### src/rtl/tbm_defs.svh
// Purpose: field positions, limits and codes of the texture block mode decoder
// Assumes: included by the infill step and the mode decoder, which need the names; the package does not include it
// Notes: definitions only
`ifndef TBM_DEFS_SVH
`define TBM_DEFS_SVH
// block layout
`define TBM_BLK_W 128
`define TBM_MODE_HI 10
`define TBM_MODE_LO 0
`define TBM_PART_HI 12
`define TBM_PART_LO 11
`define TBM_EPM1_HI 16
`define TBM_EPM1_LO 13
`define TBM_PAT_HI 22
`define TBM_PAT_LO 13
`define TBM_EPM6_HI 28
`define TBM_EPM6_LO 23
`define TBM_CEMSEL_HI 24
`define TBM_CEMSEL_LO 23
// mode codes and limits
`define TBM_VOID_CODE 9'h1fc
`define TBM_FOUR_PARTS 2'h3
`define TBM_MAX_IDX 9'h040
`define TBM_MIN_SEQ 12'h018
`define TBM_MAX_SEQ 12'h060
`define TBM_BLK_BITS 12'h080
`define TBM_CHAN_W 12'h002
`define TBM_WGT_MAX 7'h40
`define TBM_INFILL_NUM 11'h400
`define TBM_INFILL_RND 14'h0020
`endif

### src/rtl/tbm_pkg.sv
// Purpose: types shared by the texture block mode decoder files
// Assumes: tbm_defs.svh holds the numeric names
// Notes: no constants live here, only types
package tbm_pkg;

	// grid and range decoded from the 11-bit index mode
	typedef struct packed {
		logic [3:0] n;
		logic [3:0] m;
		logic [3:0] q;
		logic dual;
		logic high;
		logic [2:0] rng;
		logic void_ext;
		logic reserved;
	} tbm_grid_type;

	// range code expanded to its maximum and its trit/quint/bit counts
	typedef struct packed {
		logic [4:0] max;
		logic trit;
		logic quint;
		logic [2:0] bits;
		logic valid;
	} tbm_range_type;

	// decoded block parameters handed downstream
	typedef struct packed {
		logic [2:0] part_cnt;
		logic [9:0] pattern;
		logic [5:0] endpoint_mode_field;
		logic [3:0] grid_n;
		logic [3:0] grid_m;
		logic [3:0] grid_q;
		tbm_range_type rng;
		logic dual;
		logic [1:0] second_plane_channel;
		logic [3:0] plane1_mask;
		logic [3:0] plane2_mask;
		logic [8:0] num_idx;
		logic [11:0] idx_bits;
	} tbm_params_type;

	// outcome flags
	typedef struct packed {
		logic err_color;
		logic nan_result;
		logic void_ext;
	} tbm_flags_type;

	// per-axis infill answer: grid index and sixteenths toward the next one
	typedef struct packed {
		logic [3:0] idx;
		logic [3:0] frac;
	} tbm_infill_type;

endpackage

### src/rtl/tbm_infill_step.sv
// Purpose: one axis of the index infill, texel coordinate to grid index and weight
// Assumes: footprint 1..12, grid 1..12, coordinate below footprint
// Notes: combinational; the caller registers the result
`timescale 1ns/10ps
`include "tbm_defs.svh"

module tbm_infill_step (
	// axis geometry
	input wire logic [3:0] foot_i,
	input wire logic [3:0] grid_i,
	// texel position on this axis
	input wire logic [3:0] coord_i,
	// answer
	output tbm_pkg::tbm_infill_type infill_o
);

	logic [10:0] ds;
	logic [13:0] cs;
	logic [13:0] gs;

	// texel 0 maps to 0 and ds scales texel foot-1 to cs 16; the second shift by 6 keeps idx at 0, frac at most 3
	always_comb begin
		ds = 11'h000;
		if (foot_i > 4'h1) begin
			ds = 11'((`TBM_INFILL_NUM + 11'(foot_i >> 1)) / 11'(foot_i - 4'h1));
		end
		cs = 14'(({3'h0, ds} * {10'h000, coord_i} + 14'h0020) >> 6);
		gs = 14'((cs * {10'h000, grid_i - 4'h1} + `TBM_INFILL_RND) >> 6);
		infill_o.idx = gs[7:4];
		infill_o.frac = gs[3:0];
	end

endmodule

### src/rtl/tbm_mode_decoder.sv
// Purpose: decode configuration fields of a 128-bit compressed texture block
// Assumes: block, footprint and queries come from logic on clk_i, no crossing
// Notes: one register stage for the block, one for each weight query
// Summary of operation
// - partition count minus one from bits 12:11, index mode from bits 10:0
// - single partition: endpoint mode field is bits 16:13
// - multi-partition: pattern selector 22:13, first six endpoint mode bits 28:23
// - dual plane with four partitions gives the error color
// - range code with precision bit gives max, trits, quints, bits; 000/001 invalid
// - 2D grid 2..12 with depth 1, 3D grid 2..5 per axis
// - grid larger than footprint on any axis gives the error color
// - dual-plane bit set means two index planes, except where bits 10:9 hold a grid size
// - 2D with mode bits 1:0 nonzero: five layouts from bits 3:2 and 8
// - 2D with mode bits 1:0 zero: 12xA+2, A+2x12, 6x10, 10x6, A+6xB+6
// - low nine bits 111111100 is void extent, other 8:6 ones with bits 1:0 zero 2D reserved
// - mode low four bits zero is reserved and yields NaN
// - 3D grids A+2 x B+2 x C+2 and the fixed-six variants
// - 3D with bits 1:0 zero: bits 8:5 all ones reserved unless 4:2 all ones, then void extent
// - at most 64 indices counting both planes, sequence 24 to 96 bits
// - limit violations yield NaN
// - index sequence read bit-reversed from block bit 127 down
// - each index rescaled to 0..64 as interpolation weight
// - two planes: 2-bit channel selector below index bits or leftover mode bits
// - indices alternate planes; plane one three channels, plane two the chosen one
// - infill leaves every texel at grid index 0, per-axis weights 0..3 sixteenths
`timescale 1ns/10ps
`include "tbm_defs.svh"

module tbm_mode_decoder #(
	parameter int BLK_W = `TBM_BLK_W
) (
	// clock and reset
	input wire logic clk_i,
	input wire logic srst_i,
	// fetched block from the sampler pipeline
	input wire logic blk_valid_i,
	input wire logic [BLK_W-1:0] blk_data_i,
	input wire logic blk_is_3d_i,
	input wire logic [3:0] foot_w_i,
	input wire logic [3:0] foot_h_i,
	input wire logic [3:0] foot_d_i,
	// weight query against the held block
	input wire logic wgt_valid_i,
	input wire logic [4:0] wgt_raw_i,
	input wire logic [8:0] wgt_pos_i,
	input wire logic [3:0] texel_x_i,
	input wire logic [3:0] texel_y_i,
	input wire logic [3:0] texel_z_i,
	// decoded block
	output logic dec_valid_o,
	output tbm_pkg::tbm_params_type params_o,
	output tbm_pkg::tbm_flags_type flags_o,
	output logic [BLK_W-1:0] idx_seq_o,
	// weight answer
	output logic wgt_valid_o,
	output logic [6:0] wgt_o,
	output logic wgt_plane_o,
	output tbm_pkg::tbm_infill_type infill_x_o,
	output tbm_pkg::tbm_infill_type infill_y_o,
	output tbm_pkg::tbm_infill_type infill_z_o
);

	////////////////////////////////////////////////////////////////////////////////
	// decoding functions
	// 2-bit field plus offset as a 4-bit grid size
	function automatic logic [3:0] add2(input logic [1:0] f, input logic [3:0] off);
		add2 = {2'h0, f} + off;
	endfunction

	// index mode to grid size, range code and special cases
	function automatic tbm_pkg::tbm_grid_type mode_dec(input logic [10:0] m, input logic d3);
		tbm_pkg::tbm_grid_type g;
		g = '0;
		g.dual = m[10];
		g.high = m[9];
		g.q = 4'h1;
		g.rng = (m[1:0] != 2'h0) ? {m[1:0], m[4]} : {m[3:2], m[4]};
		if (m[3:0] == 4'h0) begin
			g.reserved = 1'b1;
		end else if (m[8:0] == `TBM_VOID_CODE) begin
			g.void_ext = 1'b1;
		end else if (!d3 && m[1:0] != 2'h0) begin
			unique case (m[3:2])
				2'h0: {g.n, g.m} = {add2(m[8:7], 4'h4), add2(m[6:5], 4'h2)};
				2'h1: {g.n, g.m} = {add2(m[8:7], 4'h8), add2(m[6:5], 4'h2)};
				2'h2: {g.n, g.m} = {add2(m[6:5], 4'h2), add2(m[8:7], 4'h8)};
				2'h3: begin
					if (!m[8]) begin
						{g.n, g.m} = {add2(m[6:5], 4'h2), add2({1'b0, m[7]}, 4'h6)};
					end else begin
						{g.n, g.m} = {add2({1'b0, m[7]}, 4'h2), add2(m[6:5], 4'h2)};
					end
				end
			endcase
		end else if (!d3) begin
			unique case (m[8:7])
				2'h0: {g.n, g.m} = {4'hc, add2(m[6:5], 4'h2)};
				2'h1: {g.n, g.m} = {add2(m[6:5], 4'h2), 4'hc};
				2'h2: {g.n, g.m, g.dual, g.high}
					= {add2(m[6:5], 4'h6), add2(m[10:9], 4'h6), 2'h0};
				2'h3: begin
					if (m[6]) begin
						g.reserved = 1'b1;
					end else begin
						{g.n, g.m} = m[5] ? 8'ha6 : 8'h6a;
					end
				end
			endcase
		end else if (m[1:0] != 2'h0) begin
			g.n = add2(m[6:5], 4'h2);
			g.m = add2(m[8:7], 4'h2);
			g.q = add2(m[3:2], 4'h2);
		end else begin
			unique case (m[8:7])
				2'h0: {g.n, g.m, g.q, g.dual, g.high}
					= {4'h6, add2(m[10:9], 4'h2), add2(m[6:5], 4'h2), 2'h0};
				2'h1: {g.n, g.m, g.q, g.dual, g.high}
					= {add2(m[6:5], 4'h2), 4'h6, add2(m[10:9], 4'h2), 2'h0};
				2'h2: {g.n, g.m, g.q, g.dual, g.high}
					= {add2(m[6:5], 4'h2), add2(m[10:9], 4'h2), 4'h6, 2'h0};
				2'h3: begin
					{g.n, g.m, g.q} = 12'h222;
					unique case (m[6:5])
						2'h0: g.n = 4'h6;
						2'h1: g.m = 4'h6;
						2'h2: g.q = 4'h6;
						2'h3: g.reserved = 1'b1;
					endcase
				end
			endcase
		end
		mode_dec = g;
	endfunction

	// precision bit and range code to the range description
	function automatic tbm_pkg::tbm_range_type range_dec(input logic h, input logic [2:0] r);
		tbm_pkg::tbm_range_type x;
		x = '0;
		x.valid = (r[2:1] != 2'h0);
		unique case ({h, r})
			4'h2: begin x.max = 5'h01; x.bits = 3'h1; end
			4'h3: begin x.max = 5'h02; x.trit = 1'b1; end
			4'h4: begin x.max = 5'h03; x.bits = 3'h2; end
			4'h5: begin x.max = 5'h04; x.quint = 1'b1; end
			4'h6: begin x.max = 5'h05; x.trit = 1'b1; x.bits = 3'h1; end
			4'h7: begin x.max = 5'h07; x.bits = 3'h3; end
			4'ha: begin x.max = 5'h09; x.quint = 1'b1; x.bits = 3'h1; end
			4'hb: begin x.max = 5'h0b; x.trit = 1'b1; x.bits = 3'h2; end
			4'hc: begin x.max = 5'h0f; x.bits = 3'h4; end
			4'hd: begin x.max = 5'h13; x.quint = 1'b1; x.bits = 3'h2; end
			4'he: begin x.max = 5'h17; x.trit = 1'b1; x.bits = 3'h3; end
			4'hf: begin x.max = 5'h1f; x.bits = 3'h5; end
			default: x.max = 5'h00; // codes 000 and 001 carry no range
		endcase
		range_dec = x;
	endfunction

	////////////////////////////////////////////////////////////////////////////////
	// block decode, combinational

	tbm_pkg::tbm_grid_type grid;
	tbm_pkg::tbm_params_type par_nxt;
	tbm_pkg::tbm_flags_type flg_nxt;
	logic [1:0] part_m1;
	logic [8:0] cells;
	logic [11:0] n12;
	logic [11:0] extra;
	logic [11:0] chan_pos;
	logic big_grid;
	logic limit_bad;

	always_comb begin
		part_m1 = blk_data_i[`TBM_PART_HI:`TBM_PART_LO];
		grid = mode_dec(blk_data_i[`TBM_MODE_HI:`TBM_MODE_LO], blk_is_3d_i);
		par_nxt = '0;
		par_nxt.part_cnt = {1'b0, part_m1} + 3'h1;
		if (part_m1 == 2'h0) begin
			par_nxt.endpoint_mode_field = {2'h0, blk_data_i[`TBM_EPM1_HI:`TBM_EPM1_LO]};
		end else begin
			par_nxt.pattern = blk_data_i[`TBM_PAT_HI:`TBM_PAT_LO];
			par_nxt.endpoint_mode_field = blk_data_i[`TBM_EPM6_HI:`TBM_EPM6_LO];
		end
		par_nxt.grid_n = grid.n;
		par_nxt.grid_m = grid.m;
		par_nxt.grid_q = grid.q;
		par_nxt.rng = range_dec(grid.high, grid.rng);
		par_nxt.dual = grid.dual;
		// index count, doubled for two planes
		cells = 9'({5'h00, grid.n} * {5'h00, grid.m} * {5'h00, grid.q});
		par_nxt.num_idx = grid.dual ? 9'(cells << 1) : cells;
		n12 = {3'h0, par_nxt.num_idx};
		par_nxt.idx_bits = 12'((n12 * 12'h008 * {11'h000, par_nxt.rng.trit}) / 12'h005)
			+ 12'((n12 * 12'h007 * {11'h000, par_nxt.rng.quint}) / 12'h003)
			+ 12'(n12 * {9'h000, par_nxt.rng.bits});
		// leftover endpoint mode bits sit right under the index bits
		extra = 12'h000;
		if (part_m1 != 2'h0 && blk_data_i[`TBM_CEMSEL_HI:`TBM_CEMSEL_LO] != 2'h0) begin
			unique case (part_m1)
				2'h1: extra = 12'h002;
				2'h2: extra = 12'h005;
				default: extra = 12'h008;
			endcase
		end
		chan_pos = `TBM_BLK_BITS - par_nxt.idx_bits - extra - `TBM_CHAN_W;
		if (grid.dual && par_nxt.idx_bits <= `TBM_MAX_SEQ) begin
			par_nxt.second_plane_channel = blk_data_i[chan_pos[6:0] +: 2];
		end
		// channel masks, bit 0 red up to bit 3 alpha
		par_nxt.plane2_mask = 4'h0;
		par_nxt.plane1_mask = 4'hf;
		if (grid.dual) begin
			par_nxt.plane2_mask = 4'h1 << par_nxt.second_plane_channel;
			par_nxt.plane1_mask = ~par_nxt.plane2_mask;
		end
		// grid must fit the footprint and its own dimension range
		big_grid = (grid.n > foot_w_i) || (grid.m > foot_h_i)
			|| (blk_is_3d_i && grid.q > foot_d_i);
		if (blk_is_3d_i) begin
			big_grid = big_grid || grid.n > 4'h5 || grid.m > 4'h5 || grid.q > 4'h5;
		end else begin
			big_grid = big_grid || grid.n > 4'hc || grid.m > 4'hc || grid.q != 4'h1;
		end
		limit_bad = (par_nxt.num_idx > `TBM_MAX_IDX) || (par_nxt.idx_bits > `TBM_MAX_SEQ)
			|| (par_nxt.idx_bits < `TBM_MIN_SEQ) || !par_nxt.rng.valid;
		// void extent overrides, reserved and limit faults give NaN, then dual four-part or oversize grid gives error color
		flg_nxt = '0;
		if (grid.void_ext) begin
			flg_nxt.void_ext = 1'b1;
		end else if (grid.reserved || limit_bad) begin
			flg_nxt.nan_result = 1'b1;
		end else if ((grid.dual && part_m1 == `TBM_FOUR_PARTS) || big_grid) begin
			flg_nxt.err_color = 1'b1;
		end
	end

	////////////////////////////////////////////////////////////////////////////////
	// bit reversal of the block, index data then starts at bit 0

	logic [BLK_W-1:0] rev;
	genvar gi;
	generate
		for (gi = 0; gi < BLK_W; gi++) begin : g_rev
			assign rev[gi] = blk_data_i[BLK_W-1-gi];
		end
	endgenerate

	////////////////////////////////////////////////////////////////////////////////
	// block stage registers

	logic dec_valid_r, dec_valid_nxt;
	tbm_pkg::tbm_params_type par_r, par_hold_nxt;
	tbm_pkg::tbm_flags_type flg_r, flg_hold_nxt;
	logic [BLK_W-1:0] seq_r, seq_nxt;
	logic [3:0] fw_r, fw_nxt;
	logic [3:0] fh_r, fh_nxt;
	logic [3:0] fd_r, fd_nxt;

	// results hold until the next block so queries can refer to them
	always_comb begin
		dec_valid_nxt = blk_valid_i;
		par_hold_nxt = par_r;
		flg_hold_nxt = flg_r;
		seq_nxt = seq_r;
		fw_nxt = fw_r;
		fh_nxt = fh_r;
		fd_nxt = fd_r;
		if (blk_valid_i) begin
			par_hold_nxt = par_nxt;
			flg_hold_nxt = flg_nxt;
			seq_nxt = rev;
			fw_nxt = foot_w_i;
			fh_nxt = foot_h_i;
			fd_nxt = blk_is_3d_i ? foot_d_i : 4'h1;
		end
	end

	always_ff @(posedge clk_i) begin
		if (srst_i) begin
			dec_valid_r <= 1'b0;
			par_r <= '0;
			flg_r <= '0;
			seq_r <= '0;
			fw_r <= 4'h1;
			fh_r <= 4'h1;
			fd_r <= 4'h1;
		end else begin
			dec_valid_r <= dec_valid_nxt;
			par_r <= par_hold_nxt;
			flg_r <= flg_hold_nxt;
			seq_r <= seq_nxt;
			fw_r <= fw_nxt;
			fh_r <= fh_nxt;
			fd_r <= fd_nxt;
		end
	end

	////////////////////////////////////////////////////////////////////////////////
	// weight query: rescale, plane choice and infill per axis

	tbm_pkg::tbm_infill_type inf_x, inf_y, inf_z;
	tbm_infill_step u_inf_x (.foot_i(fw_r), .grid_i(par_r.grid_n), .coord_i(texel_x_i),
		.infill_o(inf_x));
	tbm_infill_step u_inf_y (.foot_i(fh_r), .grid_i(par_r.grid_m), .coord_i(texel_y_i),
		.infill_o(inf_y));
	tbm_infill_step u_inf_z (.foot_i(fd_r), .grid_i(par_r.grid_q), .coord_i(texel_z_i),
		.infill_o(inf_z));

	logic wgt_valid_r, wgt_valid_nxt;
	logic [6:0] wgt_r, wgt_nxt;
	logic plane_r, plane_nxt;
	tbm_pkg::tbm_infill_type ix_r, ix_nxt, iy_r, iy_nxt, iz_r, iz_nxt;
	logic [10:0] num, quo;

	// divide rounds to nearest; a variable divisor trades area for covering all ranges
	always_comb begin
		wgt_valid_nxt = wgt_valid_i;
		wgt_nxt = wgt_r;
		plane_nxt = plane_r;
		ix_nxt = ix_r;
		iy_nxt = iy_r;
		iz_nxt = iz_r;
		num = 11'({6'h00, wgt_raw_i} * 11'h040 + 11'(par_r.rng.max >> 1));
		quo = 11'h000;
		if (wgt_valid_i) begin
			wgt_nxt = 7'h00;
			if (par_r.rng.max != 5'h00) begin
				// clamp on the full quotient, a cut one would wrap
				quo = num / {6'h00, par_r.rng.max};
				wgt_nxt = (quo > 11'(`TBM_WGT_MAX)) ? `TBM_WGT_MAX : 7'(quo);
			end
			plane_nxt = par_r.dual & wgt_pos_i[0];
			ix_nxt = inf_x;
			iy_nxt = inf_y;
			iz_nxt = inf_z;
		end
	end

	always_ff @(posedge clk_i) begin
		if (srst_i) begin
			wgt_valid_r <= 1'b0;
			wgt_r <= 7'h00;
			plane_r <= 1'b0;
			ix_r <= '0;
			iy_r <= '0;
			iz_r <= '0;
		end else begin
			wgt_valid_r <= wgt_valid_nxt;
			wgt_r <= wgt_nxt;
			plane_r <= plane_nxt;
			ix_r <= ix_nxt;
			iy_r <= iy_nxt;
			iz_r <= iz_nxt;
		end
	end

	////////////////////////////////////////////////////////////////////////////////
	// outputs
	assign dec_valid_o = dec_valid_r;
	assign params_o = par_r;
	assign flags_o = flg_r;
	assign idx_seq_o = seq_r;
	assign wgt_valid_o = wgt_valid_r;
	assign wgt_o = wgt_r;
	assign wgt_plane_o = plane_r;
	assign infill_x_o = ix_r;
	assign infill_y_o = iy_r;
	assign infill_z_o = iz_r;

endmodule

### config.mk
export PLATFORM = sky130hd
export DESIGN_NAME = tbm_mode_decoder
export DESIGN_NICKNAME = d
export VERILOG_FILES = /design/src/rtl/tbm_pkg.sv /design/src/rtl/tbm_infill_step.sv /design/src/rtl/tbm_mode_decoder.sv
export VERILOG_INCLUDE_DIRS = /design/src /design/src/rtl
export SDC_FILE = /design/constraint.sdc
export NUM_CORES = 1
export LEC_CHECK = 0
export CORE_MARGIN = 2
export CORE_UTILIZATION = 53
export DETAILED_ROUTE_END_ITERATION = 12
export DONT_BUFFER_PORTS = 1
export GPL_ROUTABILITY_DRIVEN = 1
export PLACE_DENSITY = 0.75
export SKIP_LAST_GASP = 1
export SLEW_MARGIN = 30
export SYNTH_ARGS = -nofsm -noshare
export SYNTH_HDL_FRONTEND = slang
export SYNTH_SLANG_ARGS = --single-unit
export TNS_END_PERCENT = 100
### constraint.sdc
create_clock -name clk_i -period 26.4 [get_ports clk_i]
set_input_delay 2.64 -clock clk_i [delete_from_list [all_inputs] [get_ports clk_i]]
set_output_delay 2.64 -clock clk_i [all_outputs]
set_load 0.02 [all_outputs]
==> impl_metrics.csv <==
group,metric,value,unit
outcome,status,"finished, final reports clean",
floorplan,die-area,68280,um2
global_routing,grt_overflow,0,
sta,min_period,24.74,ns
setup_path,required,26.86,ns
setup_path,r2r_cells,114,
sta,hold_viol,0,
drt,ant_nets,0,
synthesis,synth.area.top_cells,"ha_1, dfxtp_1, fa_1, nor2_1, mux2i_1",
min_path,hold_depth,2,
global_routing,grt_max_degree,232,
cts,htree_levels,1,
min_path,holdPathEnd,"fd_r[1]",
finish,layout_common_cells,"nor2_1, ha_1, nand2_1, inv_1, dfxtp_1",
finish,drive_gt1_share,8.147,%
global_routing,grt_pass1_vias,30050,
floorplan,initial_utilization,53.47,%
sta,fmax,40.43,MHz
sta,drv_slew,0,
sta,setup_tns,0,ns
cts,cts_sinks,247,
finish,synthToLayoutAreaGrowth,6.158,%
cts,clk_pin_slew,0.07,ns
finish,post-route-util,56.76,%
finish,final_nets,5081,
drt,drt-total-wl,97.68,mm
synthesis,synth_edf_count,0,
cts,cts_tree,"done",
setup_path,path_class,"register to register",
floorplan,num_rows,94,
drt,dr.pass1.iters,6,
global_routing,grt_pass1_wl,155.5,mm
synthesis,syn_inst,4341,
sta,fin_crit_sh,93.70,%
setup_path,cp-end-kind,"register",
setup_path,worst_path_max_delay_cell,"dfxtp_1",
setup_path,reg2reg_from,"fh_r[2]",
sta,finClkSkew,0.03920,ns
cts,postCtsHoldBufs,0,
synthesis,synth.top_cell.area_share,17.94,%
setup_path,cp_common_cell,"o21a_1",
finish,final_common_cell,"nor2_1",
synthesis,syn_area_per_cell,8.083,um2
cts,cts_inserted_buffers,28,
drt,drcViolationCount,0,
synthesis,synth_top_area_cell,"ha_1",
sta,slew_headroom,33.70,%
sta,setup_viol,0,
placement,dpl.hpwl,76.88,mm
setup_path,cp_slowest_stage_delay,0.62,ns
setup_path,crit_path_max_fanout,11,
synthesis,seq_area_frac_synth,14.09,%
setup_path,start_kind,"register",
cts,cts_max_path_buffers,3,
cts,insertion_delay,0.59,ns
placement,port_buffers,0,
floorplan,fp.dieH,261.3,um
sta,worstMarginPinSlew,0.9863,ns
drt,wl_per_cell,18.93,um
cts,root_buffer,"clkbuf_16",
synthesis,synth_flop_cell,"dfxtp_1",
placement,place.gp.congestion,0.9432,
drt,vias,31630,
job,cap_violations,0,
setup_path,worstPathArrival,25.20,ns
global_routing,antenna_found_initial,3,
floorplan,pin_count,410,
drt,first_iter_violations,2106,
min_path,holdCritStartpoint,"fd_r[1]",
setup_path,r2r-end,"infill_y_o[2]",
synthesis,synth-async-reset-ratio,0,%
floorplan,die_w,261.3,um
sta,whs,0.5606,ns
synthesis,yosys_register_bits,247,
synthesis,synth_area,35090,um2
setup_path,reg2reg_setup_slack,1.66,ns
finish,insertedDiodeCount,0,
floorplan,coreArea,65630,um2
synthesis,synth_cell_types,97,
min_path,hold_path.class,"register to register",
synthesis,yosys_warnings,0,
global_routing,grt.total_usage,27.68,%
drt,vias_per_cell,6.129,
==> what timing repair did <==
item                       CTS  global route
resized for setup            0            36
setup endpoints to repair    0            21
buffers inserted             0             8
==> cells by family after synthesis <==
logic type / share of synthesized area, %
xor gates and xnor gates: 3.933
adders and majority gates: 25.47
AOI/OAI and AO/OA: 17.72
muxes: 13.00
other: 0.02140
DFF: 14.09
buffers and inverters: 5.263
and+or+nand+nor: 20.50
==> worst max-delay path by stage <==
stage	start	end	depth (start not counted)
after floorplan	fd_r[0]	infill_z_o[5]	114
after global placement	fh_r[0]	infill_y_o[5]	116
after detailed placement	fh_r[0]	infill_y_o[5]	116
after CTS	fh_r[2]	infill_y_o[5]	115
after global routing	fd_r[1]	infill_z_o[6]	119
final	fh_r[2]	infill_y_o[2]	114
==> cell usage after synthesis (all sizes together), types with 73 or more instances <==
cell / number
ha: 503
o21ai: 191
nor3: 152
o21a: 145
xnor2: 105
inv: 302
dfxtp: 247
mux2: 74
mux2i: 190
a21oi: 235
nand2: 373
fa: 131
mux4: 81
and2: 73
nor2: 525
nand3: 79
clkbuf: 135
==> state kept, by name, summed over array words and instances (netlist names) <==
| signal | flops |
|---|---|
| dec_valid_o | 1 |
| fd_r | 4 |
| fh_r | 4 |
| flags_o | 3 |
| fw_r | 4 |
| idx_seq_o | 128 |
| infill_x_o | 7 |
| infill_y_o | 7 |
| infill_z_o | 7 |
| params_o | 73 |
| wgt_o | 7 |
| wgt_plane_o | 1 |
| wgt_valid_o | 1 |
==> through the flow <==
stage	setup WS, ns	std cells	instance area [um2]
floorplan	0.8876	4368	35190
global placement	0.9294	5101	35990
detailed placement	0.5030	5101	36010
global route	-0.1310	5160	37250
CTS	0.3975	5151	37030
finish	1.664	5160	37250
==> worst max-delay path: cells and delay by family (launching register included) <==
kind / cells / cell delay, ns
buffers and inverters: 3 / 0.34
adders and majority gates: 18 / 6.33
AOI/OAI and AO/OA: 60 / 11.48
muxes: 1 / 0.36
and+or+nand+nor: 31 / 5.25
xor gates and xnor gates: 1 / 0.18
DFF: 1 / 0.62
==> routing by layer <==
layer | global-route usage, % | share of wire, % | vias to the layer above
li1 | - | - | 15420
met1 | 35.08 | 42 | 15000
met2 | 47.57 | 47 | 1039
met3 | 5.798 | 8.1 | 163
met4 | 7.576 | 3.0 | 6
met5 | 0 | 0.036 | -
==> area by class of cell <==
cell class	count	area (um2)
clock inverter	17	282.8
sequential	247	4951
fill	5963	28380
inverter	306	1150
tap	864	1081
clock buffer	33	739.5
timing repair buffer	58	452.9
multi-input combinational	3635	28590
Power is left out: the tool's default activity adds up to more than one toggle a clock period on the data nets, which glitch-free logic cannot reach.
